<file path="config.mk">
export PLATFORM = sky130hd
export DESIGN_NAME = crcen_engine
export DESIGN_NICKNAME = d
export VERILOG_FILES = /design/src/verilog/crcen_pkg.sv /design/src/verilog/crcen_engine.sv
export SDC_FILE = /design/constraint.sdc
export NUM_CORES = 1
export LEC_CHECK = 0
export BUFFER_PORTS_ARGS = -buffer_cell sky130_fd_sc_hd__buf_2
export CAP_MARGIN = 10
export CORE_MARGIN = 10
export CORE_UTILIZATION = 54
export DETAILED_ROUTE_END_ITERATION = 8
export HOLD_SLACK_MARGIN = 0.05
export PLACE_DENSITY = 0.87
export SLEW_MARGIN = 40
export SYNTH_ARGS = -nofsm -noshare
export SYNTH_HDL_FRONTEND = slang
export SYNTH_SLANG_ARGS = --single-unit
</file>
<file path="constraint.sdc">
create_clock -name clk_sys -period 3.3 [get_ports clk_sys]
set_input_delay 0.495 -clock clk_sys [delete_from_list [all_inputs] [get_ports clk_sys]]
set_output_delay 0.495 -clock clk_sys [all_outputs]
set_load 0.02 [all_outputs]
</file>
<file path="src/verilog/crcen_pkg.sv">
// package: register map, field positions, reset values and carrier types for the crc engine
package crcen_pkg;
  // register word indices (byte address is four times the index)
  localparam logic [11:0] IDX_SCAN_LOW_ADDRESS  = 12'hF44;
  localparam logic [11:0] IDX_SCAN_HIGH_ADDRESS = 12'hF47;
  localparam logic [11:0] IDX_SCAN_CONTROL      = 12'hF4A;
  localparam logic [11:0] IDX_SCAN_TRIGGER      = 12'hF4B;
  localparam logic [11:0] IDX_CRC_DATA_WORD     = 12'hF6F;
  localparam logic [11:0] IDX_CRC_ACCUMULATOR   = 12'hF71;
  localparam logic [11:0] IDX_CRC_SHIFTER_VIEW  = 12'hF73;
  localparam logic [11:0] IDX_CRC_POLY_MASK     = 12'hF75;
  localparam logic [11:0] IDX_CRC_CONTROL       = 12'hF77;
  localparam logic [11:0] IDX_CRC_LENGTH_CONFIG = 12'hF78;
  // crc_control bit positions
  localparam int CTL_ENABLE     = 7;
  localparam int CTL_START      = 6;
  localparam int CTL_BUSY       = 5;
  localparam int CTL_ZERO_AUG   = 4;
  localparam int CTL_SHIFT_DIR  = 1;
  localparam int CTL_FULL       = 0;
  // crc_length_config field positions
  localparam int LEN_DATA_LSB   = 4;
  localparam int LEN_POLY_LSB   = 0;
  // scan_control bit positions
  localparam int SCN_ENABLE     = 7;
  localparam int SCN_REQUEST    = 6;
  // reset values
  localparam logic [7:0]  CTL_RESET      = 8'h00;
  localparam logic [7:0]  LEN_RESET      = 8'h00;
  localparam logic [15:0] ACC_RESET      = 16'h0000;
  localparam logic [15:0] POLY_BIT0      = 16'h0001;
  localparam logic [31:0] RDATA_RESET    = 32'h0000_0000;
  // depth of the data holding buffer
  localparam int          BUF_DEPTH      = 2;
  // bus handshake states, gray along idle -> ack
  typedef enum logic [1:0] {
    BUS_IDLE = 2'b00,
    BUS_ACK  = 2'b01
  } crcen_bus_t;
  // engine configuration as steered by software
  typedef struct packed {
    logic       enable;
    logic       start;
    logic       zero_augment_select;
    logic       shift_direction;
    logic [3:0] data_word_length;
    logic [3:0] poly_length;
  } crcen_cfg_t;
  // word offered by the memory scanner
  typedef struct packed {
    logic        valid;
    logic [15:0] data;
  } crcen_scan_t;
endpackage

</file>
<file path="src/verilog/crcen_engine.sv">
// module: programmable crc engine with avalon-mm register slave and scanner data port
//
// Overview of operation
// enable bit releases engine, zero holds inactive
// start bit runs shifter, zero stops shifting
// busy reads one while shifting or pending
// mode bit selects zero augmentation of data
// direction bit: one lsb first, zero msb first
// full reads one while holding word unconsumed
// data length field plus one bits per word
// poly length field plus one accumulator bits
// both control registers reset to zero
// data word register loaded by bytes
// accumulator bytes writable and readable directly
// polynomial mask bit zero always reads one
// scanner hands data only after ready
// one bit per cycle, xor poly on feedback
// full holding word moves into empty shifter
`timescale 1ns/10ps
module crcen_engine
(
  input  wire logic                 clk_sys,
  input  wire logic                 rstn,
  input  wire logic [11:0]          avs_address,
  input  wire logic                 avs_read,
  input  wire logic                 avs_write,
  input  wire logic [31:0]          avs_writedata,
  input  wire logic [3:0]           avs_byteenable,
  output logic      [31:0]          avs_readdata,
  output logic                      avs_waitrequest,
  input  wire crcen_pkg::crcen_scan_t scan_word,
  output logic                      crc_ready,
  output logic                      scan_request,
  output logic                      scanner_enable
);

  //////////////////////////////////////////////////////////////////////////////
  // state
  crcen_pkg::crcen_bus_t  bus_q;          // bus handshake state
  logic [31:0]            rdata_q;        // read data register
  logic                   wait_q;         // waitrequest register
  logic                   ready_q;        // ready towards scanner
  crcen_pkg::crcen_cfg_t  cfg_q;          // control and length fields
  logic [15:0]            stage_q;        // data word as last written or taken from the scanner
  logic [15:0]            acc_q;          // accumulator
  logic [15:0]            poly_q;         // polynomial mask, bit zero unused
  logic [15:0]            shift_q;        // serial shifter
  logic [4:0]             bits_q;         // bits still to shift
  logic [15:0]            buf_q [crcen_pkg::BUF_DEPTH]; // holding buffer
  logic                   rd_q;           // buffer read slot
  logic [1:0]             cnt_q;          // words held in buffer
  logic [23:0]            scan_lo_q;      // scan start address
  logic [23:0]            scan_hi_q;      // scan end address
  logic [7:0]             scan_ctl_q;     // scanner control
  logic [7:0]             scan_trig_q;    // scanner trigger select

  //////////////////////////////////////////////////////////////////////////////
  // decode
  logic        req;        // any request present
  logic        wr_ack;     // write takes effect this cycle
  logic        hit_data;   // request addresses the data word
  logic        scan_push;  // scanner word accepted
  logic        bus_push;   // bus word enters the buffer
  logic        load;       // buffer word moves into shifter
  logic        shifting;   // one bit moves this cycle
  logic        busy_w;     // live busy state
  logic [1:0]  cnt_d;      // next buffer count
  logic [15:0] data_merged; // data word with byte lanes applied
  logic [15:0] acc_merged;  // accumulator with byte lanes applied
  logic [15:0] acc_next;    // accumulator after one shift
  logic        din;         // data bit shifted out
  logic        fb;          // feedback bit
  logic [15:0] width_mask;  // accumulator width mask

  // merge the two low byte lanes of a write into a 16-bit value
  function automatic logic [15:0] merge16(input logic [15:0] old, input logic [31:0] wd,
                                          input logic [3:0] be);
    merge16 = {be[1] ? wd[15:8] : old[15:8], be[0] ? wd[7:0] : old[7:0]};
  endfunction

  // register read mux; unmapped words read zero
  function automatic logic [31:0] read_mux(input logic [11:0] a);
    read_mux = crcen_pkg::RDATA_RESET;
    case (a)
      crcen_pkg::IDX_SCAN_LOW_ADDRESS:  read_mux = {8'h00, scan_lo_q};
      crcen_pkg::IDX_SCAN_HIGH_ADDRESS: read_mux = {8'h00, scan_hi_q};
      crcen_pkg::IDX_SCAN_CONTROL:      read_mux = {24'h000000, scan_ctl_q};
      crcen_pkg::IDX_SCAN_TRIGGER:      read_mux = {24'h000000, scan_trig_q};
      crcen_pkg::IDX_CRC_DATA_WORD:     read_mux = {16'h0000, stage_q};
      crcen_pkg::IDX_CRC_ACCUMULATOR:   read_mux = {16'h0000, acc_q};
      crcen_pkg::IDX_CRC_SHIFTER_VIEW:  read_mux = {16'h0000, shift_q};
      crcen_pkg::IDX_CRC_POLY_MASK:     read_mux = {16'h0000, poly_q | crcen_pkg::POLY_BIT0};
      crcen_pkg::IDX_CRC_CONTROL:
      begin
        read_mux[crcen_pkg::CTL_ENABLE]    = cfg_q.enable;
        read_mux[crcen_pkg::CTL_START]     = cfg_q.start;
        read_mux[crcen_pkg::CTL_BUSY]      = busy_w;
        read_mux[crcen_pkg::CTL_ZERO_AUG]  = cfg_q.zero_augment_select;
        read_mux[crcen_pkg::CTL_SHIFT_DIR] = cfg_q.shift_direction;
        read_mux[crcen_pkg::CTL_FULL]      = (cnt_q != 2'd0);
      end
      crcen_pkg::IDX_CRC_LENGTH_CONFIG:
        read_mux = {24'h000000, cfg_q.data_word_length, cfg_q.poly_length};
      default:                          read_mux = crcen_pkg::RDATA_RESET;
    endcase
  endfunction

  // combinational decode of requests and buffer traffic
  always_comb
  begin
    req         = avs_read | avs_write;
    hit_data    = (avs_address == crcen_pkg::IDX_CRC_DATA_WORD);
    wr_ack      = avs_write & (bus_q == crcen_pkg::BUS_ACK);
    scan_push   = scan_word.valid & ready_q;
    bus_push    = wr_ack & hit_data & cfg_q.enable;
    load        = cfg_q.enable & cfg_q.start & (bits_q == 5'd0) & (cnt_q != 2'd0);
    shifting    = cfg_q.enable & cfg_q.start & (bits_q != 5'd0);
    busy_w      = cfg_q.enable & ((bits_q != 5'd0) | (cnt_q != 2'd0));
    cnt_d       = cnt_q + {1'b0, scan_push | bus_push} - {1'b0, load};
    data_merged = merge16(stage_q, avs_writedata, avs_byteenable);
    acc_merged  = merge16(acc_q, avs_writedata, avs_byteenable);
  end

  // one shift step of the accumulator over the configured width
  always_comb
  begin
    width_mask = 16'hFFFF >> (4'hF - cfg_q.poly_length);
    din        = cfg_q.shift_direction ? shift_q[0]
                                       : shift_q[cfg_q.data_word_length];
    if (cfg_q.zero_augment_select)
    begin
      // augmented: data enters at the bottom, top bit alone is feedback
      fb       = acc_q[cfg_q.poly_length];
      acc_next = {acc_q[14:0], din};
    end
    else
    begin
      // direct: data joins the feedback, no augmenting zeros needed
      fb       = acc_q[cfg_q.poly_length] ^ din;
      acc_next = {acc_q[14:0], 1'b0};
    end
    if (fb)
    begin
      acc_next = acc_next ^ (poly_q | crcen_pkg::POLY_BIT0);
    end
    acc_next = acc_next & width_mask;
  end

  //////////////////////////////////////////////////////////////////////////////
  // avalon-mm slave: one wait state, data writes stall while buffer is full

  // handshake state and waitrequest
  always_ff @(posedge clk_sys)
  begin
    if (!rstn)
    begin
      bus_q  <= crcen_pkg::BUS_IDLE;
      wait_q <= 1'b1;
    end
    else
    begin
      case (bus_q)
        crcen_pkg::BUS_IDLE:
        begin
          // hold off a data write until the buffer has room
          if (req && !(avs_write && hit_data && cfg_q.enable &&
                       ({1'b0, cnt_q} + {2'b00, scan_push} >= 3'd2)))
          begin
            bus_q  <= crcen_pkg::BUS_ACK;
            wait_q <= 1'b0;
          end
        end
        crcen_pkg::BUS_ACK:
        begin
          bus_q  <= crcen_pkg::BUS_IDLE;
          wait_q <= 1'b1;
        end
        default:
        begin
          bus_q  <= crcen_pkg::BUS_IDLE;
          wait_q <= 1'b1;
        end
      endcase
    end
  end

  // read data captured as the answer is granted
  always_ff @(posedge clk_sys)
  begin
    if (!rstn)
    begin
      rdata_q <= crcen_pkg::RDATA_RESET;
    end
    else if (bus_q == crcen_pkg::BUS_IDLE && avs_read)
    begin
      rdata_q <= read_mux(avs_address);
    end
  end

  //////////////////////////////////////////////////////////////////////////////
  // software registers

  // control and length fields
  always_ff @(posedge clk_sys)
  begin
    if (!rstn)
    begin
      cfg_q <= {crcen_pkg::CTL_RESET[7:6], crcen_pkg::CTL_RESET[4],
                crcen_pkg::CTL_RESET[1], crcen_pkg::LEN_RESET};
    end
    else if (wr_ack && avs_byteenable[0])
    begin
      if (avs_address == crcen_pkg::IDX_CRC_CONTROL)
      begin
        cfg_q.enable              <= avs_writedata[crcen_pkg::CTL_ENABLE];
        cfg_q.start               <= avs_writedata[crcen_pkg::CTL_START];
        cfg_q.zero_augment_select <= avs_writedata[crcen_pkg::CTL_ZERO_AUG];
        cfg_q.shift_direction     <= avs_writedata[crcen_pkg::CTL_SHIFT_DIR];
      end
      else if (avs_address == crcen_pkg::IDX_CRC_LENGTH_CONFIG)
      begin
        cfg_q.data_word_length <= avs_writedata[crcen_pkg::LEN_DATA_LSB +: 4];
        cfg_q.poly_length      <= avs_writedata[crcen_pkg::LEN_POLY_LSB +: 4];
      end
    end
  end

  // data word staging
  always_ff @(posedge clk_sys)
  begin
    if (!rstn)
    begin
      stage_q <= crcen_pkg::ACC_RESET;
    end
    else if (wr_ack && hit_data)
    begin
      stage_q <= data_merged;
    end
    else if (scan_push)
    begin
      stage_q <= scan_word.data;
    end
  end

  // polynomial mask; own process so a scanner word cannot swallow a write
  always_ff @(posedge clk_sys)
  begin
    if (!rstn)
    begin
      poly_q <= crcen_pkg::POLY_BIT0;
    end
    else if (wr_ack && avs_address == crcen_pkg::IDX_CRC_POLY_MASK)
    begin
      poly_q <= merge16(poly_q, avs_writedata, avs_byteenable);
    end
  end

  // scanner map: storage only, two bits steer the scanner
  always_ff @(posedge clk_sys)
  begin
    if (!rstn)
    begin
      scan_lo_q   <= 24'h000000;
      scan_hi_q   <= 24'h000000;
      scan_ctl_q  <= 8'h00;
      scan_trig_q <= 8'h00;
    end
    else if (wr_ack)
    begin
      case (avs_address)
        crcen_pkg::IDX_SCAN_LOW_ADDRESS:
          scan_lo_q <= {avs_byteenable[2] ? avs_writedata[23:16] : scan_lo_q[23:16],
                        merge16(scan_lo_q[15:0], avs_writedata, avs_byteenable)};
        crcen_pkg::IDX_SCAN_HIGH_ADDRESS:
          scan_hi_q <= {avs_byteenable[2] ? avs_writedata[23:16] : scan_hi_q[23:16],
                        merge16(scan_hi_q[15:0], avs_writedata, avs_byteenable)};
        crcen_pkg::IDX_SCAN_CONTROL:
          if (avs_byteenable[0]) scan_ctl_q <= avs_writedata[7:0];
        crcen_pkg::IDX_SCAN_TRIGGER:
          if (avs_byteenable[0]) scan_trig_q <= avs_writedata[7:0];
        default:
          scan_ctl_q <= scan_ctl_q;
      endcase
    end
  end

  //////////////////////////////////////////////////////////////////////////////
  // data path: two-entry holding buffer, shifter, accumulator

  // holding buffer; cleared while disabled
  always_ff @(posedge clk_sys)
  begin
    if (!rstn || !cfg_q.enable)
    begin
      cnt_q <= 2'd0;
      rd_q  <= 1'b0;
    end
    else
    begin
      if (scan_push || bus_push)
      begin
        buf_q[rd_q ^ cnt_q[0]] <= scan_push ? scan_word.data : data_merged;
      end
      if (load)
      begin
        rd_q <= ~rd_q;
      end
      cnt_q <= cnt_d;
    end
  end

  // ready to scanner: room for a word that no bus write will take
  always_ff @(posedge clk_sys)
  begin
    if (!rstn)
    begin
      ready_q <= 1'b0;
    end
    else
    begin
      ready_q <= cfg_q.enable && scan_ctl_q[crcen_pkg::SCN_ENABLE] &&
                 (cnt_d < 2'd2) && !(bus_q == crcen_pkg::BUS_IDLE && avs_write && hit_data);
    end
  end

  // serial shifter and bit counter
  always_ff @(posedge clk_sys)
  begin
    if (!rstn || !cfg_q.enable)
    begin
      shift_q <= crcen_pkg::ACC_RESET;
      bits_q  <= 5'd0;
    end
    else if (load)
    begin
      shift_q <= buf_q[rd_q];
      bits_q  <= {1'b0, cfg_q.data_word_length} + 5'd1;
    end
    else if (shifting)
    begin
      shift_q <= cfg_q.shift_direction ? {1'b0, shift_q[15:1]}
                                       : {shift_q[14:0], 1'b0};
      bits_q  <= bits_q - 5'd1;
    end
  end

  // accumulator: software byte writes win over a shift
  always_ff @(posedge clk_sys)
  begin
    if (!rstn)
    begin
      acc_q <= crcen_pkg::ACC_RESET;
    end
    else if (wr_ack && avs_address == crcen_pkg::IDX_CRC_ACCUMULATOR)
    begin
      acc_q <= acc_merged;
    end
    else if (shifting)
    begin
      acc_q <= acc_next;
    end
  end

  //////////////////////////////////////////////////////////////////////////////
  // outputs
  assign avs_readdata    = rdata_q;
  assign avs_waitrequest = wait_q;
  assign crc_ready       = ready_q;
  assign scan_request    = scan_ctl_q[crcen_pkg::SCN_REQUEST];
  assign scanner_enable  = scan_ctl_q[crcen_pkg::SCN_ENABLE];
endmodule

</file>
==> results of run 1 <==
==> synth_stat cells, types with 16 or more instances <==
cell type  instances  area, sq um
nor2_1           145          544
a211oi_1          36          270
edfxtp_1          32          961
nand4_1           16          100
a21oi_1           73          365
clkbuf_1          70          263
nand3_1           42          210
mux2i_1          143         1430
nor2b_1           39          244
a22oi_1           17          128
nor3_1            22          110
nand2_1           90          338
and3_1            16          100
o21ai_0           38          190
inv_1             35          131
dfxtp_1          175         3500
==> per-stage QoR <==
step	cells	utilization, %	power [W]	instance area (sq um)
after global placement	1517	58.9	0.00292	11500
after detailed placement	1517	59.0	0.00292	11500
after global routing	1557	62.5	0.00540	12200
after CTS	1557	62.5	0.00527	12200
after floorplan	1215	-	0.00280	10800
final	1559	62.5	0.00527	12200
==> flip-flops by register name, summed over array words and instances (netlist names), 2 cells and up, named ones only <==
register / cells
poly_q: 15
cnt_q: 2
cfg_q: 12
scan_ctl_q: 8
scan_lo_q: 24
shift_q: 16
bits_q: 5
buf_q: 32
stage_q: 16
scan_hi_q: 24
acc_q: 16
avs_readdata: 24
scan_trig_q: 8
==> power breakdown <==
group          internal (W)  total [W]  switching, W
Clock               0.00135    0.00239       0.00104
Sequential          0.00258    0.00259     0.0000123
Combinational     0.0000885   0.000290      0.000201
Total               0.00402    0.00527       0.00125
==> cell usage in the layout (no fill, tap or decap), drive strengths merged, types with 13 or more instances in the layout <==
cell	instances
a211oi	36
a32oi	15
inv	37
nor3	25
nand3	42
mux2	13
o21ai	38
a21oi	73
nor2b	39
dfxtp	175
and3	16
clkbuf	26
nor2	151
a22oi	17
nand4	16
nor3b	13
o2111ai	14
mux2i	143
edfxtp	32
nand2	90
buf	130
==> metal layers <==
| layer | track usage, % | part of all wire (%) |
|---|---|---|
| met5 | 0 | 0.039 |
| met3 | 5.90 | 12 |
| met4 | 14.6 | 6.4 |
| met2 | 37.6 | 43 |
| met1 | 30.7 | 38 |
==> cell families (layout without fill, tap and decap cells) <==
group           count (synthesis)  in the layout  synth area share, %
buf+inv                       128            205                 4.89
mux                           163            163                 16.0
compound gates                266            266                 16.7
fa+ha+maj                       5              5                0.578
other cells                     1             10               0.0347
simple gates                  432            432                 19.9
xor+xnor                        6              6                0.486
flops                         207            207                 41.3
==> how the worst min path moves through the flow <==
| stage | start | end | slack [ps] | cells after the start |
|---|---|---|---|---|
| floorplan | bits_q[1] | bits_q[1] | 440 | 2 |
| global placement | avs_readdata[6] | avs_readdata[6] | 430 | 2 |
| detailed placement | avs_readdata[4] | avs_readdata[4] | 440 | 2 |
| CTS | avs_writedata[19] | scan_lo_q[19] | 230 | 3 |
| global route | avs_writedata[19] | scan_lo_q[19] | 250 | 3 |
| finish | avs_writedata[19] | scan_lo_q[19] | 240 | 3 |
==> worst min-delay path, stage by stage <==
cell and delay (ps):
buf_2 90, mux2i_1 60, nor2_1 70
==> final cells by class <==
type,count,area (sq um)
Antenna cell,2,5.00
Sequential cell,207,4470
Fill cell,1567,7340
Multi-Input combinational cell,880,5870
Timing Repair Buffer,130,758
Inverter,35,131
Tap cell,265,332
Clock buffer,26,587
Clock inverter,14,98.8
==> flow_metrics.env, run 1 <==
export IMPL_vdd_drop_max_uv=461
export IMPL_powerDensity_mw_per_mm2=431
export IMPL_path_cells="inv_1, ha_1, nor4b_1, buf_4, nor2_1, o21ai_0, buf_4, a311oi_1, a32oi_1, nand3_1"
export IMPL_dp_slack_ps=463
export IMPL_overflow=0
export IMPL_cts_max_level=1
export IMPL_nets=1351
export IMPL_clockBufferDepth=3
export IMPL_hold_buffers=0
export IMPL_setup_ws_ps=484
export IMPL_r2r_end="acc_q[14]"
export IMPL_rrSetupSlack_ps=480
export IMPL_drc=0
export IMPL_grt_pass1_vias=9896
export IMPL_dr_total_vias=10400
export IMPL_reg2regPathDepth=10
export IMPL_worstPathRequired_ps=3760
export IMPL_design_core_area_sq_mm=0.0196
export IMPL_yosysUniqueCellTypes=64
export IMPL_cp_num_cells=10
export IMPL_route_antenna_remaining_nets=0
export IMPL_ios=105
export IMPL_synthCells=1208
export IMPL_rows=51
export IMPL_maxCapViolations=0
export IMPL_worst_pin_slew_ps=662
export IMPL_cts_clk_slew_worst_paths_ps=60
export IMPL_cts_tree="done"
export IMPL_initial_core_util_pct=55.2
export IMPL_die_h_microns=162
export IMPL_drive_above_1_share_pct=15.6
export IMPL_arrival_ps=3280
export IMPL_hpwl_microns=23200
export IMPL_path_buf_inv=3
export IMPL_cts_buffers=23
export IMPL_fin_skew_ps=8.73
export IMPL_crit_path_end_kind="flop"
export IMPL_critPathTopFamily="compound AO/OA/AOI/OAI gates"
export IMPL_drtIter0Drc=1349
export IMPL_post_cts_resize_count=0
export IMPL_leakage_nw=4.32
export IMPL_worstSetupPathType="reg -> reg"
export IMPL_rsz0062_at_grt="no"
export IMPL_finalCriticalPeriod_ps=2820
export IMPL_netlist_area_sq_mm=0.0108
export IMPL_finalHoldViolCount=0
export IMPL_slowest_stage="a311oi_1"
export IMPL_cts_root_buffer_cell="clkbuf_16"
export IMPL_grt_max_degree=54
export IMPL_timing_hold_ws_ps=235
export IMPL_crit_end="acc_q[14]"
export IMPL_fmax_ghz=0.355
export IMPL_crit_top_cell="buf_4"
export IMPL_setup_viol=0
export IMPL_grt_pass1_wl_microns=52700
export IMPL_crit_start="bits_q[0]"
export IMPL_max_slew_margin_pct=55.8
export IMPL_die_area_sq_mm=0.0261
export IMPL_maxSlewViolCount=0
export IMPL_wl_microns=33700
export IMPL_via_per_inst=6.64
export IMPL_fin_crit_sh_pct=85.3
export IMPL_die_w_microns=162
export IMPL_yosys_warnings=0
export IMPL_critPathLaunchType="flop"
export IMPL_routedWlPerCell_microns=21.6
export IMPL_synth_flop_cell="dfxtp_1"
export IMPL_clock_sinks=207
export IMPL_hp_class="in -> reg"
export IMPL_max_stage_delay_ps=520
export IMPL_status="complete, no violations"
export IMPL_setup_tns_ps=0
export IMPL_first_pass_iters=7
export IMPL_grt_util_all_layers_pct=24.5
export IMPL_antenna_found_initial=3
export IMPL_postCtsSetupRepairBufs=0
export IMPL_synth_area_per_cell_sq_um=8.95
export IMPL_ys_ff_latch=207
export IMPL_crit_fanout=8
export IMPL_synth_async_reset_ratio_pct=0
export IMPL_rr_startpoint="bits_q[0]"
export IMPL_syn_to_final_growth_pct=13.2
export IMPL_synth_edff_count=32
export IMPL_port_buffer_count=87
export IMPL_seq_area_frac_synth_pct=41.3
export IMPL_clock_latency_ps=520
export IMPL_routabilityCongestion=0.963
(Power assumes the default switching activity.)
==> run 2: changes to the inputs <==
- CORE_UTILIZATION: 54 -> 56
- CTS_BUF_LIST: default -> sky130_fd_sc_hd__clkbuf_2 sky130_fd_sc_hd__clkbuf_4 sky130_fd_sc_hd__clkbuf_8
- PLACE_DENSITY: 0.87 -> 0.89
==> run 2 against run 1 <==
Effect of this change: clock skew is 7.3 ps higher; worst setup slack better by 0.83 ps; maximum frequency hardly changed; final area is 0.85% higher; hold slack worse by 29 ps; via count is 0.99% lower; first-iteration DRC count is 11% higher; critical endpoint is now acc_q[4].
==> flow_metrics.env, run 2 (synthesized netlist as in run 1, its figures left out) <==
export IMPL_leakage_nw=4.41
export IMPL_cts_buffers=37
export IMPL_maxCapViolations=0
export IMPL_overflow=0
export IMPL_cts_root_buffer_cell="clkbuf_8"
export IMPL_fmax_ghz=0.355
export IMPL_post_cts_resize_count=0
export IMPL_routedWlPerCell_microns=21.5
export IMPL_path_buf_inv=0
export IMPL_multi_input_area_sq_mm=0.00587
export IMPL_rsz0062_at_grt="no"
export IMPL_switching_share_pct=24.5
export IMPL_finalHoldViolCount=0
export IMPL_status="complete, no violations"
export IMPL_wl_microns=34000
export IMPL_routabilityCongestion=0.963
export IMPL_fin_crit_sh_pct=85.3
export IMPL_die_h_microns=159
export IMPL_critPathTopFamily="multiplexers"
export IMPL_crit_top_cell="nand4_1"
export IMPL_worstPathRequired_ps=3710
export IMPL_grt_util_all_layers_pct=25.2
export IMPL_port_buffer_count=87
export IMPL_grt_pass1_vias=9820
export IMPL_initial_core_util_pct=57.4
export IMPL_worstSetupPathType="reg -> reg"
export IMPL_finalCriticalPeriod_ps=2820
export IMPL_die_w_microns=159
export IMPL_hp_class="in -> reg"
export IMPL_power_internal_w=0.00409
export IMPL_p_seq_share_pct=47.8
export IMPL_nets=1367
export IMPL_finalCoreUtilization_pct=65.6
export IMPL_critPathLaunchType="flop"
export IMPL_hold_buffers=0
export IMPL_powerDensity_mw_per_mm2=439
export IMPL_layout_commonest_cell="dfxtp_1"
export IMPL_p_switching_w=0.00133
export IMPL_arrival_ps=3230
export IMPL_die_area_sq_mm=0.0253
export IMPL_clock_latency_ps=550
export IMPL_grt_pass1_wl_microns=53100
export IMPL_cts_clk_slew_worst_paths_ps=60
export IMPL_crit_path_end_kind="flop"
export IMPL_vdd_drop_max_uv=464
export IMPL_crit_fanout=12
export IMPL_final_cell_mix="174 x dfxtp_1, 145 x nor2_1, 143 x mux2i_1, 90 x nand2_1, 87 x buf_2"
export IMPL_antenna_found_initial=1
export IMPL_first_pass_iters=6
export IMPL_setup_tns_ps=0
export IMPL_regArea_sq_mm=0.00447
export IMPL_maxSlewViolCount=0
export IMPL_dr_total_vias=10300
export IMPL_via_per_inst=6.48
export IMPL_grt_max_degree=42
export IMPL_syn_to_final_growth_pct=14.2
export IMPL_rows=50
export IMPL_largest_reg_flops=32
export IMPL_clockBufferDepth=3
export IMPL_drc=0
export IMPL_clock_sinks=207
export IMPL_max_slew_margin_pct=43.5
export IMPL_fin_skew_ps=16.1
export IMPL_cts_max_level=2
export IMPL_design_core_area_sq_mm=0.0188
export IMPL_power_frac_clock_pct=46.9
export IMPL_ios=105
export IMPL_power_frac_comb_pct=5.3
export IMPL_num_antenna_cells=0
export IMPL_worst_pin_slew_ps=844
export IMPL_drtIter0Drc=1491
export IMPL_setup_viol=0
export IMPL_drive_above_1_share_pct=18.0
export IMPL_hpwl_microns=23500
export IMPL_path_cells="mux4_2, mux2i_1, mux2_2, nand4_1, nand4_1, nand4_1"
export IMPL_route_antenna_remaining_nets=0
export IMPL_postCtsSetupRepairBufs=0
export IMPL_nFillCells=1452
export IMPL_cts_tree="done"
export IMPL_slowest_stage="dfxtp_1"
export IMPL_max_stage_delay_ps=710
run 2: changes by cell type in the layout (fill, tap and decap cells not counted), moves of 3 or more:
cell	change
clkinv_1	-3
clkbuf_4	+13
clkbuf_16	-23
clkbuf_1	-3
clkbuf_8	+43
run 2: worst paths after layout:
kind                     start         endpoint  slack, ps  cells past startpoint
min          avs_writedata[22]    scan_hi_q[22]        210                      3
max                   cfg_q[0]         acc_q[4]        480                      6
min reg2reg    avs_readdata[1]  avs_readdata[1]        450                      2
max reg2reg           cfg_q[0]         acc_q[4]        480                      6
run 2: cell type report:
| type | instances | area share [%] |
|---|---|---|
| Multi-Input combinational cell | 880 | 47.5 |
| Clock buffer | 56 | 5.58 |
| Tap cell | 260 | 2.63 |
| Clock inverter | 12 | 0.750 |
| Inverter | 35 | 1.06 |
| Timing Repair Buffer | 132 | 6.26 |
| Sequential cell | 207 | 36.2 |
run 2: stage by stage:
stage | power, W | instance area (sq um) | worst slack [ps] | std cells | hold WS (ps)
after detailed placement | 0.00292 | 11600 | 325 | 1514 | 445
after CTS | 0.00542 | 12300 | 512 | 1582 | 201
after floorplan | 0.00280 | 10800 | 170 | 1215 | 445
after global placement | 0.00292 | 11600 | 386 | 1514 | 432
final | 0.00542 | 12300 | 485 | 1582 | 207
after global routing | 0.00555 | 12300 | 296 | 1582 | 227
run 2: power groups by stage:
stage	clock network (W)	logic [W]	registers, W
after detailed placement	0	0.000279	0.00264
after CTS	0.00255	0.000281	0.00259
after global routing	0.00265	0.000304	0.00259
final	0.00254	0.000289	0.00259
after floorplan	0	0.000144	0.00266
after global placement	0	0.000273	0.00264
run 2: worst register-to-register path: stages, from the launching register on:
cell and delay (ps):
dfxtp_1 710, mux4_2 630, mux2i_1 200, mux2_2 230
nand4_1 510, nand4_1 310, nand4_1 100
run 2: layer usage:
metal	up-vias	part of all wire, %	track usage (%)
met5	-	0.035	0
met4	2	4.7	12.7
met3	135	11	6.33
met2	714	46	40.0
met1	4809	38	31.3
li1	4594	-	-
==> run 3: changes to the inputs <==
- ABC_AREA: default -> 1
- CORE_MARGIN: 10 -> 5
==> run 3 against run 2 <==
Effect of this change: area after synthesis is 3.0% lower; routed wire length down 7.4%; sequential share of layout area increased by 2.1 points; non-clock buffer count down 26; maximum frequency up 13%; register-to-register slack better by 330 ps; hold slack better by 32 ps; die area shrank 15%; worst setup slack better by 330 ps; sequential power is essentially flat; flip-flop and latch count did not move; final area is 5.4% lower.
==> flow_metrics.env, run 3 <==
export IMPL_status="complete, no violations"
export IMPL_grt_util_met1_pct=36.9
export IMPL_clockBufferDepth=3
export IMPL_seq_area_frac_synth_pct=42.6
export IMPL_synth_flop_cell="dfxtp_1"
export IMPL_vdd_drop_max_uv=371
export IMPL_fmax_ghz=0.403
export IMPL_max_slew_margin_pct=45.4
export IMPL_critPathLaunchType="flop"
export IMPL_leakage_nw=4.44
export IMPL_final_cell_area_sq_mm=0.0117
export IMPL_crit_fanout=25
export IMPL_final_cell_mix="211 x nand2_1, 175 x inv_1, 175 x dfxtp_1, 128 x nor2_1, 100 x nand3_1"
export IMPL_maxCapViolations=0
export IMPL_finalHoldViolCount=0
export IMPL_cts_max_level=2
export IMPL_synthTopCellsByCount="211 x nand2_1, 175 x dfxtp_1, 175 x inv_1, 128 x nor2_1, 100 x nand3_1"
export IMPL_die_w_microns=147
export IMPL_worst_pin_slew_ps=819
export IMPL_ios=105
export IMPL_ys_ff_latch=207
export IMPL_largest_reg_flops=32
export IMPL_antenna_found_initial=2
export IMPL_crit_start="cfg_q[4]"
export IMPL_cts_clk_slew_worst_paths_ps=70
export IMPL_yosys_warnings=0
export IMPL_hold_buffers=0
export IMPL_synth_area_leaders="dfxtp_1 33%, edfxtp_1 9.2%, nand2_1 7.6%, inv_1 6.3%, a211oi_1 6.2%"
export IMPL_layout_commonest_cell="nand2_1"
export IMPL_fin_skew_ps=28.4
export IMPL_synth_area_per_cell_sq_um=7.59
export IMPL_synth_async_reset_ratio_pct=0
export IMPL_maxSlewViolCount=0
export IMPL_grt_max_degree=105
export IMPL_synth_most_common_cell="nand2_1"
export IMPL_clock_sinks=207
export IMPL_place_area_sq_mm=0.0109
export IMPL_postCtsSetupRepairBufs=0
export IMPL_post_cts_resize_count=0
export IMPL_port_buffer_count=87
export IMPL_netlist_area_sq_mm=0.0105
export IMPL_grt_util_all_layers_pct=28.6
export IMPL_finalCriticalPeriod_ps=2480
export IMPL_cts_buffers=35
export IMPL_synthCells=1382
export IMPL_fin_crit_sh_pct=75.2
export IMPL_dr_total_vias=10200
export IMPL_use_met3_pct=4.78
export IMPL_yosysUniqueCellTypes=46
export IMPL_nFillCells=1582
export IMPL_via_per_inst=5.97
export IMPL_grt_pass1_wl_microns=49900
export IMPL_setup_viol=0
export IMPL_rr_startpoint="cfg_q[4]"
export IMPL_crit_path_end_kind="flop"
export IMPL_cts_tree="done"
export IMPL_grt_pass1_vias=9463
export IMPL_hp_class="in -> reg"
export IMPL_yosysTopAreaCellShare_pct=33.4
export IMPL_die_h_microns=147
export IMPL_cts_root_buffer_cell="clkbuf_8"
export IMPL_drtIter0Drc=1129
export IMPL_arrival_ps=2940
export IMPL_worstSetupPathType="reg -> reg"
export IMPL_first_pass_iters=6
export IMPL_initial_core_util_pct=56.4
export IMPL_drc=0
export IMPL_rows=50
export IMPL_rsz0062_at_grt="no"
export IMPL_worstPathRequired_ps=3750
export IMPL_drive_above_1_share_pct=14.0
export IMPL_overflow=0
export IMPL_powerDensity_mw_per_mm2=449
export IMPL_clock_latency_ps=540
export IMPL_wl_microns=31500
export IMPL_route_antenna_remaining_nets=0
export IMPL_setup_tns_ps=0
export IMPL_nets=1518
export IMPL_die_area_sq_mm=0.0216
export IMPL_syn_to_final_growth_pct=11.4
export IMPL_hpwl_microns=22200
export IMPL_routabilityCongestion=1.01
export IMPL_design_core_area_sq_mm=0.0186
export IMPL_synth_top_area_cell="dfxtp_1"
export IMPL_routedWlPerCell_microns=18.5
export IMPL_grt_util_met2_pct=46.0
export IMPL_top_usage_layer="met2"
export IMPL_holdCritStartpoint="avs_writedata[16]"
export IMPL_synth_edff_count=32
run 3: cell families (layout without fill, tap and decap cells):
kind of cell	Yosys count	count (layout)	synth area share, %
AOI/OAI and AO/OA	389	389	23.5
and+or+nand+nor	503	503	21.6
muxes	1	1	0.107
other	1	10	0.0358
DFF	207	207	42.6
adders and majority gates	5	5	0.597
xor gates and xnor gates	8	8	0.668
buffers and inverters	268	348	10.9
run 3: critical path, stage by stage (launching register included):
cell and delay (ps):
dfxtp_1 640, inv_2 200, nand2_1 100, nand3_1 60
a21oi_1 220, nor2_1 80, nand2_1 130, nand3_1 120
nand2_2 100, buf_4 270, nand3_1 110, nand2_1 80
nand3_1 100, a21oi_1 160
run 3: final cells by class:
type                            count  area, sq um  share of cell area (%)
Antenna cell                        2         5.00                  0.0428
Inverter                          180          676                    5.78
Clock buffer                       53          667                    5.71
Timing Repair Buffer              106          582                    4.98
Tap cell                          234          293                    2.51
Sequential cell                   207         4460                    38.2
Multi-Input combinational cell    914         4920                    42.1
Clock inverter                      9         77.6                   0.664
run 3: report_power, final:
group | internal [W] | switching (W) | total (W)
combinational | 0.0000592 | 0.000174 | 0.000234
clock | 0.00137 | 0.00106 | 0.00243
sequential | 0.00257 | 0.00000590 | 0.00258
total | 0.00400 | 0.00124 | 0.00524
run 3: stage by stage:
step	std cells	utilization, %	worst slack [ps]	power [W]	hold WS, ps
after global placement	1641	58.8	439	0.00285	451
after global routing	1705	62.9	622	0.00540	235
after floorplan	1389	-	286	0.00276	444
after detailed placement	1641	58.8	368	0.00286	454
after CTS	1703	62.8	900	0.00524	220
final	1705	62.9	818	0.00524	239
run 3: layer usage:
| metal | part of all wire (%) | vias to the layer above |
|---|---|---|
| met3 | 8.5 | 111 |
| met1 | 40 | 4677 |
| met5 | 0 | - |
| li1 | - | 4884 |
| met2 | 46 | 514 |
| met4 | 5.8 | 0 |
run 3: worst paths after layout:
check	to	slack [ps]	cells after the start
worst max-delay path	acc_q[14]	820	13
worst min-delay path	scan_lo_q[16]	240	3
worst max register to register	acc_q[14]	820	13
worst min register to register	avs_readdata[2]	460	2
